--- src/rtl/link_status_pkg.sv ---
// Package: offsets, field positions, reset values and carriers for the block
package link_status_pkg;

    // Register word offsets on the plain port
    localparam logic [9:0] status_offset = 10'h208;
    localparam logic [9:0] powerdown_offset = 10'h209;
    localparam logic [9:0] irq_status_offset = 10'h210;
    localparam logic [9:0] irq_mask_offset = 10'h211;

    // Status field positions
    localparam int link_up_bit = 6;
    localparam int sync_state_bit = 5;
    localparam int realigned_bit = 4;
    localparam int phase_set_bit = 3;
    localparam int pll_lock_bit = 2;

    // Power-down field positions
    localparam int second_off_bit = 1;
    localparam int first_off_bit = 0;

    // Interrupt event positions
    localparam int irq_realign_bit = 0;
    localparam int irq_phase_set_bit = 1;
    localparam int irq_lock_lost_bit = 2;
    localparam int irq_link_drop_bit = 3;

    // Reset values
    localparam logic [7:0] status_reset = 8'h00;
    localparam logic [7:0] powerdown_reset = 8'h00;
    localparam logic [3:0] irq_reset = 4'h0;

    // Live conditions from the link logic
    typedef struct packed {
        logic link_up;      // Link established
        logic sync_n;       // Receiver sync request, low = asserted
        logic realign;      // Pulse: SYSREF moved a clock phase
        logic sysref;       // Pulse: SYSREF event seen
        logic pll_locked;   // Serializer PLL lock
    } link_cond_s;

    // Power-down controls to the analog and link logic
    typedef struct packed {
        logic first_off;    // Channel A and its digital channels
        logic second_off;   // Channel B and its digital channels
        logic link_off;     // Whole serial link subsystem
    } power_ctl_s;

endpackage

--- src/rtl/w1c_flag.sv ---
// Sticky flag: hardware set beats a write-one clear in the same cycle
module w1c_flag
    import link_status_pkg::*;
(
    input wire logic clock,   // System clock
    input wire logic rst,     // Async reset, high
    input wire logic set,     // Event pulse
    input wire logic clear,   // Write-one clear
    output logic flag         // Sticky state
);

    // Set wins so no event is lost
    always_ff @(posedge clock or posedge rst)
    begin
        if (rst)
            flag <= 1'b0;
        else if (set)
            flag <= 1'b1;
        else if (clear)
            flag <= 1'b0;
    end

    // Set always lands next cycle
    set_wins_a: assert property (@(posedge clock) disable iff (rst)
        set |=> flag)
        else $error("sticky flag lost a set");

endmodule

--- src/rtl/powerdown_ctl.sv ---
// Channel power-down decoding from the power-down register
module powerdown_ctl
    import link_status_pkg::*;
(
    input wire logic [7:0] pd_reg,     // Power-down register value
    input wire logic mode_both_off,    // General mode both channels off
    output power_ctl_s ctl             // Decoded controls
);

    wire first_req = pd_reg[first_off_bit] | mode_both_off;  // see RQ7
    wire second_req = pd_reg[second_off_bit] | mode_both_off; // see RQ6

    // Link stays up with one channel off; both off kills it
    assign ctl.first_off = first_req;               // see RQ7
    assign ctl.second_off = second_req;             // see RQ6, RQ10
    assign ctl.link_off = first_req & second_req;   // see RQ9

endmodule

--- src/rtl/link_status_regs.sv ---
// Serial link status and channel power-down register bank
//
// Contract
// RQ1: Bit 6 shows link up, live
// RQ2: Bit 5 reads zero while sync asserted
// RQ3: Bit 4 sticky realign, write one clears
// RQ4: Bit 3 sticky first phase set, W1C
// RQ5: Bit 2 shows serializer PLL lock, live
// RQ6: Power-down bit 1 shuts channel B
// RQ7: Power-down bit 0 shuts channel A
// RQ8: Software disables link output before power changes
// RQ9: Both channels off shuts whole link
// RQ10: Link A runs with B channel off
// RQ11: Software uses mode register for both off
// RQ12: Software sets spare-core field for calibration
// RQ13: Writes to live status bits ignored
module link_status_regs
    import link_status_pkg::*;
(
    input wire logic clock,              // 200 MHz system clock
    input wire logic rst,                // Async reset, high
    input wire logic [9:0] addr,         // Register word offset
    input wire logic [7:0] wdata,        // Write data
    input wire logic wr,                 // Write strobe
    input wire logic rd,                 // Read strobe
    output logic [7:0] rdata,            // Read data, cycle after rd
    input wire link_cond_s cond,         // Live link conditions
    input wire logic link_output_enable, // Link encoder enabled
    input wire logic mode_both_off,      // Mode register both off
    output power_ctl_s power,            // Registered power controls
    output logic irq                     // Level interrupt
);

    // Decoded strobes
    wire wr_status = wr && (addr == status_offset); // see RQ13
    wire wr_pd = wr && (addr == powerdown_offset);
    wire wr_irq = wr && (addr == irq_status_offset);
    wire wr_mask = wr && (addr == irq_mask_offset);

    logic [7:0] pd_reg;          // Channel power-down register
    logic [7:0] pd_next;         // Next power-down value
    logic [3:0] mask_reg;        // Interrupt mask
    logic enc_en_reg;            // Previous encoder enable
    logic phase_armed_reg;       // Waiting for first SYSREF after enable
    logic pll_lock_reg;          // Previous PLL lock
    logic link_up_reg;           // Previous link up
    logic realign_flag;          // Sticky realign
    logic phase_flag;            // Sticky phase set
    logic [3:0] irq_flags;       // Interrupt status
    logic [7:0] rdata_next;      // Read mux output
    power_ctl_s power_next;      // Decoded controls

    // First SYSREF after encoder enable sets the phase flag
    wire enc_rise = link_output_enable && !enc_en_reg;
    // Enable gates the event too, so a SYSREF in the cycle that the
    // encoder drops cannot set the flag from a stale arm
    wire phase_event = cond.sysref && link_output_enable // see RQ4
        && (phase_armed_reg || enc_rise);
    wire lock_lost = pll_lock_reg && !cond.pll_locked;
    wire link_drop = link_up_reg && !cond.link_up;

    // Events feeding the interrupt status
    wire [3:0] irq_events = {link_drop, lock_lost, phase_event, cond.realign};

    // Only reserved bits of power-down are dropped
    assign pd_next = wr_pd ? (wdata & 8'h03) : pd_reg;

    // Sticky status bits cleared by writing one
    w1c_flag realign_u (
        .clock(clock),
        .rst(rst),
        .set(cond.realign),                      // see RQ3
        .clear(wr_status && wdata[realigned_bit]), // see RQ3
        .flag(realign_flag)
    );

    w1c_flag phase_u (
        .clock(clock),
        .rst(rst),
        .set(phase_event),                       // see RQ4
        .clear(wr_status && wdata[phase_set_bit]), // see RQ4
        .flag(phase_flag)
    );

    // Interrupt status flags, one per event
    genvar gi;
    generate
        for (gi = 0; gi < 4; gi++)
        begin : irq_gen
            w1c_flag irq_u (
                .clock(clock),
                .rst(rst),
                .set(irq_events[gi]),
                .clear(wr_irq && wdata[gi]),
                .flag(irq_flags[gi])
            );
        end
    endgenerate

    // Power decode from the next register value
    powerdown_ctl pd_u (
        .pd_reg(pd_next),
        .mode_both_off(mode_both_off),
        .ctl(power_next)
    );

    // Read mux; live bits come straight from the conditions
    always_comb
    begin
        rdata_next = 8'h00;
        unique case (1'b1)
            rd && (addr == status_offset):
            begin
                rdata_next[link_up_bit] = cond.link_up;      // see RQ1
                rdata_next[sync_state_bit] = cond.sync_n;    // see RQ2
                rdata_next[realigned_bit] = realign_flag;    // see RQ3
                rdata_next[phase_set_bit] = phase_flag;      // see RQ4
                rdata_next[pll_lock_bit] = cond.pll_locked;  // see RQ5
            end
            rd && (addr == powerdown_offset):
                rdata_next = pd_reg;
            rd && (addr == irq_status_offset):
                rdata_next = {4'h0, irq_flags};
            rd && (addr == irq_mask_offset):
                rdata_next = {4'h0, mask_reg};
            default:
                rdata_next = 8'h00;
        endcase
    end

    // Power-down register; written regardless of link enable
    always_ff @(posedge clock or posedge rst)
    begin
        if (rst)
            pd_reg <= powerdown_reset;
        else
            pd_reg <= pd_next;                            // see RQ6, RQ7
    end

    // Registered power controls
    always_ff @(posedge clock or posedge rst)
    begin
        if (rst)
            power <= '0;
        else
            power <= power_next;                          // see RQ9
    end

    // Mask register
    always_ff @(posedge clock or posedge rst)
    begin
        if (rst)
            mask_reg <= irq_reset;
        else if (wr_mask)
            mask_reg <= wdata[3:0];
    end

    // Edge history for events
    always_ff @(posedge clock or posedge rst)
    begin
        if (rst)
        begin
            enc_en_reg <= 1'b0;
            pll_lock_reg <= 1'b0;
            link_up_reg <= 1'b0;
        end
        else
        begin
            enc_en_reg <= link_output_enable;
            pll_lock_reg <= cond.pll_locked;
            link_up_reg <= cond.link_up;
        end
    end

    // Arm on enable, disarm on first SYSREF or when disabled
    always_ff @(posedge clock or posedge rst)
    begin
        if (rst)
            phase_armed_reg <= 1'b0;
        else if (!link_output_enable || phase_event)
            phase_armed_reg <= 1'b0;                      // see RQ4
        else if (enc_rise)
            phase_armed_reg <= 1'b1;
    end

    // Read data and interrupt, both registered
    always_ff @(posedge clock or posedge rst)
    begin
        if (rst)
        begin
            rdata <= 8'h00;
            irq <= 1'b0;
        end
        else
        begin
            rdata <= rdata_next;
            irq <= |(irq_flags & mask_reg);
        end
    end

    // Status reads mirror live link and lock, writes ignored
    live_bits_a: assert property (@(posedge clock) // see RQ1, RQ5, RQ13
        disable iff (rst)
        rd && addr == status_offset |=>
        rdata[link_up_bit] == $past(cond.link_up)
        && rdata[pll_lock_bit] == $past(cond.pll_locked))
        else $error("status live bits wrong");

    sync_bit_a: assert property (@(posedge clock) // see RQ2
        disable iff (rst)
        rd && addr == status_offset |=>
        rdata[sync_state_bit] == $past(cond.sync_n))
        else $error("sync bit wrong");

    // Reserved status bits always read zero
    status_rsvd_a: assert property (@(posedge clock)
        disable iff (rst)
        rd && addr == status_offset |=>
        rdata[7] == 1'b0 && rdata[1:0] == 2'b00)
        else $error("reserved status bit set");

    // Read data falls back to zero outside a read
    rdata_idle_a: assert property (@(posedge clock)
        disable iff (rst)
        !rd |=> rdata == 8'h00)
        else $error("read data left standing");

    // Realign flag latches and holds until cleared
    realign_sticky_a: assert property (@(posedge clock) // see RQ3
        disable iff (rst)
        cond.realign
        || (realign_flag && !(wr_status && wdata[realigned_bit]))
        |=> realign_flag)
        else $error("realign not latched");

    realign_clear_a: assert property (@(posedge clock) // see RQ3
        disable iff (rst)
        wr_status && wdata[realigned_bit] && !cond.realign
        |=> !realign_flag)
        else $error("realign not cleared");

    // Phase flag: set once per enable, held, cleared by a one
    phase_first_a: assert property (@(posedge clock) // see RQ4
        disable iff (rst)
        phase_event |=> phase_flag && !phase_armed_reg)
        else $error("phase flag not set once");

    phase_hold_a: assert property (@(posedge clock) // see RQ4
        disable iff (rst)
        phase_flag && !(wr_status && wdata[phase_set_bit]) |=> phase_flag)
        else $error("phase flag lost");

    phase_clear_a: assert property (@(posedge clock) // see RQ4
        disable iff (rst)
        wr_status && wdata[phase_set_bit] && !phase_event
        |=> !phase_flag)
        else $error("phase flag not cleared");

    // A disabled encoder never sets the phase flag
    phase_idle_a: assert property (@(posedge clock) // see RQ4
        disable iff (rst)
        !link_output_enable && !phase_flag |=> !phase_flag)
        else $error("phase flag set while disabled");

    // Power controls follow the register and the mode input
    chan_b_off_a: assert property (@(posedge clock) // see RQ6
        disable iff (rst)
        pd_reg[second_off_bit] |-> power.second_off)
        else $error("channel B not off");

    chan_a_off_a: assert property (@(posedge clock) // see RQ7
        disable iff (rst)
        pd_reg[first_off_bit] |-> power.first_off)
        else $error("channel A not off");

    link_off_a: assert property (@(posedge clock) // see RQ9, RQ10
        disable iff (rst)
        power.link_off == (power.first_off && power.second_off))
        else $error("link power wrong");

    mode_off_a: assert property (@(posedge clock) // see RQ9
        disable iff (rst)
        mode_both_off |=> power.link_off)
        else $error("mode did not power down link");

    pd_write_a: assert property (@(posedge clock) // see RQ6, RQ7
        disable iff (rst)
        wr_pd |=> pd_reg == ($past(wdata) & 8'h03))
        else $error("power-down write lost");

    // Every event lands in its interrupt flag
    realign_irq_a: assert property (@(posedge clock)
        disable iff (rst)
        cond.realign |=> irq_flags[irq_realign_bit])
        else $error("realign interrupt lost");

    phase_irq_a: assert property (@(posedge clock)
        disable iff (rst)
        phase_event |=> irq_flags[irq_phase_set_bit])
        else $error("phase interrupt lost");

    lock_lost_a: assert property (@(posedge clock)
        disable iff (rst)
        lock_lost |=> irq_flags[irq_lock_lost_bit])
        else $error("lock loss interrupt lost");

    link_drop_a: assert property (@(posedge clock)
        disable iff (rst)
        link_drop |=> irq_flags[irq_link_drop_bit])
        else $error("link drop interrupt lost");

    // Interrupt level follows the unmasked flags
    irq_level_a: assert property (@(posedge clock)
        disable iff (rst)
        (|(irq_flags & mask_reg)) |=> irq)
        else $error("interrupt not raised");

    irq_low_a: assert property (@(posedge clock)
        disable iff (rst)
        !(|(irq_flags & mask_reg)) |=> !irq)
        else $error("interrupt raised while masked");

endmodule

--- config.mk ---
export PLATFORM = sky130hd
export DESIGN_NAME = link_status_regs
export DESIGN_NICKNAME = d
export VERILOG_FILES = /design/src/rtl/link_status_pkg.sv /design/src/rtl/w1c_flag.sv /design/src/rtl/powerdown_ctl.sv /design/src/rtl/link_status_regs.sv
export SDC_FILE = /design/constraint.sdc
export NUM_CORES = 1
export LEC_CHECK = 0
export ABC_CLOCK_PERIOD_IN_PS = 1300
export BUFFER_PORTS_ARGS = -buffer_cell sky130_fd_sc_hd__buf_2
export CELL_PAD_IN_SITES_DETAIL_PLACEMENT = 0
export CELL_PAD_IN_SITES_GLOBAL_PLACEMENT = 1
export CORE_ASPECT_RATIO = 1.4
export CORE_UTILIZATION = 37
export DETAILED_ROUTE_END_ITERATION = 6
export PLACE_DENSITY = 0.83
export SKIP_LAST_GASP = 1
export SYNTH_ARGS = -nofsm -noshare
export SYNTH_HDL_FRONTEND = slang
export SYNTH_SLANG_ARGS = --single-unit
export TNS_END_PERCENT = 10
--- constraint.sdc ---
create_clock -name clock -period 1.3 [get_ports clock]
set_input_delay 0.13 -clock clock [delete_from_list [all_inputs] [get_ports clock]]
set_output_delay 0.13 -clock clock [all_outputs]
set_load 0.005 [all_outputs]
==> flow_summary.ini <==
[global_route]
grt_usage = 0.175
grt_overflow = 0
antenna_found_initial = 0
grt_first_pass_wirelength_um = 4650
grt_max_degree = 28
grt_pass1_vias = 1039

[synth]
seq_area_frac_synth = 0.565
async_reset_ff_frac = 1.00
synth_top_area_share = 0.565
synth_cell_type_count = 31
syn-instance-count = 102
yosys.area.top_type = dfrtp_1
ys_seq_elements = 27
synth_area_per_cell_um2 = 11.7
postSynthNetCount = 131
synth_edf_count = 0
yosys_warnings = 0
synth_area_mm2 = 0.00120
yosys-top-cells-area = dfrtp_1 (56%), mux2_2 (5.6%), nor2_1 (3.8%), a32o_1 (3.3%), a22o_1 (2.9%)
synth.most_common_cell = dfrtp_1
synth_common_cells = dfrtp_1 (27), nor2_1 (12), mux2_2 (6)
synth-main-ff-cell = dfrtp_1

[floorplanning]
die_w_um = 50.1
boundaryPins = 41
row_count = 24
dieArea_mm2 = 0.00347
core_mm2 = 0.00309
start_util = 0.387
fp.dieH_um = 69.3

[detailed_routing]
wl_per_cell_um = 14.2
vias = 1026
route.met3.wl_um = 61
first_pass_iters = 4
drt-met1-wl_um = 1060
route.detailed.drc = 0
wl_met2_um = 1600
wirelength_um = 2800
viasPerCell = 5.21
antenna_left = 0
dr.max_layer_used = met4
first_iter_violations = 16

[place]
placedCellCount = 191
dp_hpwl_um = 2220
portBuffers = 36
dp_slack_ps = -355
gp_congestion = 0.861
dpl_cell_area_mm2 = 0.00153

[clock_tree]
cts_tree = yes
clkLatencyLatePin_ps = 260
post-cts-setup-buffers = 0
cts_root_buffer = clkbuf_8
clkSinkCount = 27
htree_levels = 1
path_clk_slew_ps = 90
clk_path_buf_depth = 2
cts_inserted_buffers = 3

[critical_path]
cp.required_ps = 1450
r2r-start = pd_reg[0]
cp-start-kind = primary input
cp_slowest_cell = or4b_4
slowest_delay_ps = 530
endpoint_kind = flop
critical_path_class = in2reg
crit_fanout = 3
startpoint = addr[5]
crit_chain = buf_2, or4b_4, or4_4, a221o_1
critPathArrivalTime_ps = 1510

[sta]
min_period_over_period = 1.04
hold_violations = 0
setup_viol = 2
rsz0062_at_grt = true
maxSlewViolCount = 0
max_freq_mhz = 736
finClkSkew_ps = 1.43
worst_slack_ps = -58.1
min_period_ps = 1360

[power_and_ir_drop]
p_leak_nw = 0.796
pwr-share-seq = 0.579
ir_worst_vdd_mv = 0.558
p_sw_w = 0.000331
clkPwrFrac = 0.309
combPwrFrac = 0.113
p_sw_frac = 0.223
powerDensity_mw_per_mm2 = 928
internal_power_w = 0.00116

[cells_and_area]
fin_area_mm2 = 0.00160
largest_register_ffs = 7
nets = 188
syn_to_final_growth_pct = 33.9
fillers = 287
final_cells = 197
diodes = 0
final_layout_size_suffix_gt1_frac = 0.411

[run_status]
status = finished with violations
violations = setup timing

[worst_hold_path]
min_from = link_output_enable
min-delay-path-class = in2reg

[job]
max_cap_viol_count = 0
==> critical path: cells and delay by family <==
| kind | cells | cell delay [ps] |
|---|---|---|
| compound gates | 1 | 310 |
| buf+inv | 1 | 110 |
| simple gates | 2 | 960 |
==> layer usage <==
| metal | vias to the layer above | global-route usage |
|---|---|---|
| met2 | 24 | 0.320 |
| met3 | 6 | 0.0197 |
| li1 | 499 | - |
| met4 | 0 | 0.102 |
| met1 | 497 | 0.184 |
| met5 | - | 0 |
==> path summary, 6_finish.rpt <==
check                                   endpoint  slack, ps  depth (start not counted)
min in group asynchronous               rdata[4]        450                          4
max in group asynchronous               power[2]        600                          4
setup reg to reg                        rdata[0]        340                          2
hold / removal                        enc_en_reg         20                          1
hold reg to reg            irq_gen[2].irq_u.flag        500                          1
setup / recovery           irq_gen[2].irq_u.flag        -60                          4
==> stage by stage <==
step | total power [W] | hold slack (ps) | TNS, ps | utilization
2_1_floorplan | 0.000942 | 161 | -543 | -
6_report | 0.00149 | 19.4 | -106 | 0.518
4_1_cts | 0.00151 | 3.18 | -97.1 | 0.515
3_5_place_dp | 0.00104 | 206 | -3390 | 0.496
5_1_grt | 0.00156 | 9.99 | -113 | 0.518
3_3_place_gp | 0.00104 | 194 | -2950 | 0.496
==> cell families after synthesis <==
kind of cell	Yosys count	synth area share
and+or+nand+nor	41	0.200
DFF	27	0.565
muxes	8	0.0732
buffers and inverters	6	0.0230
other	1	0.00314
AOI/OAI and AO/OA	19	0.136
==> cell usage in the layout, fill, tap and decap left out, types with 2 or more instances in the layout <==
cell           instances
nor4_1                 2
a221o_1                2
clkbuf_8               3
mux2i_1                2
nand4_1                2
buf_2                 36
nor2_1                12
nand2_1                2
dlygate4sd3_1          2
dfrtp_1               27
buf_4                 16
a41oi_1                2
a22oi_1                2
nor3_1                 2
and3_1                 3
nand2b_1               4
mux2_2                 6
a22o_1                 4
nor2b_1                5
inv_1                  4
a31oi_1                4
a32o_1                 4
==> cell type report <==
| type | instances | area [um2] | share of cell area |
|---|---|---|---|
| flip-flops and latches | 27 | 676 | 0.422 |
| multi-input cells | 69 | 497 | 0.310 |
| repair buffers | 54 | 320 | 0.200 |
| well taps | 39 | 48.8 | 0.0305 |
| clock buffers | 4 | 45.0 | 0.0281 |
| inverters | 4 | 15.0 | 0.00937 |
==> timing repair <==
| item | CTS | global route |
|---|---|---|
| hold endpoints to repair | 27 | 1 |
| hold buffers | 1 | 1 |
| endpoints found under the setup margin | 2 | 2 |
| resized for setup | 1 | 0 |
==> power by group through the flow <==
stage,Combinational [W],Clock (W),Sequential [W]
final,0.000168,0.000459,0.000861
after global routing,0.000187,0.000512,0.000862
after CTS,0.000168,0.000478,0.000861
after detailed placement,0.000164,0,0.000878
after global placement,0.000160,0,0.000877
after floorplan,0.0000650,0,0.000877
Power figures use the tool's default switching activity.
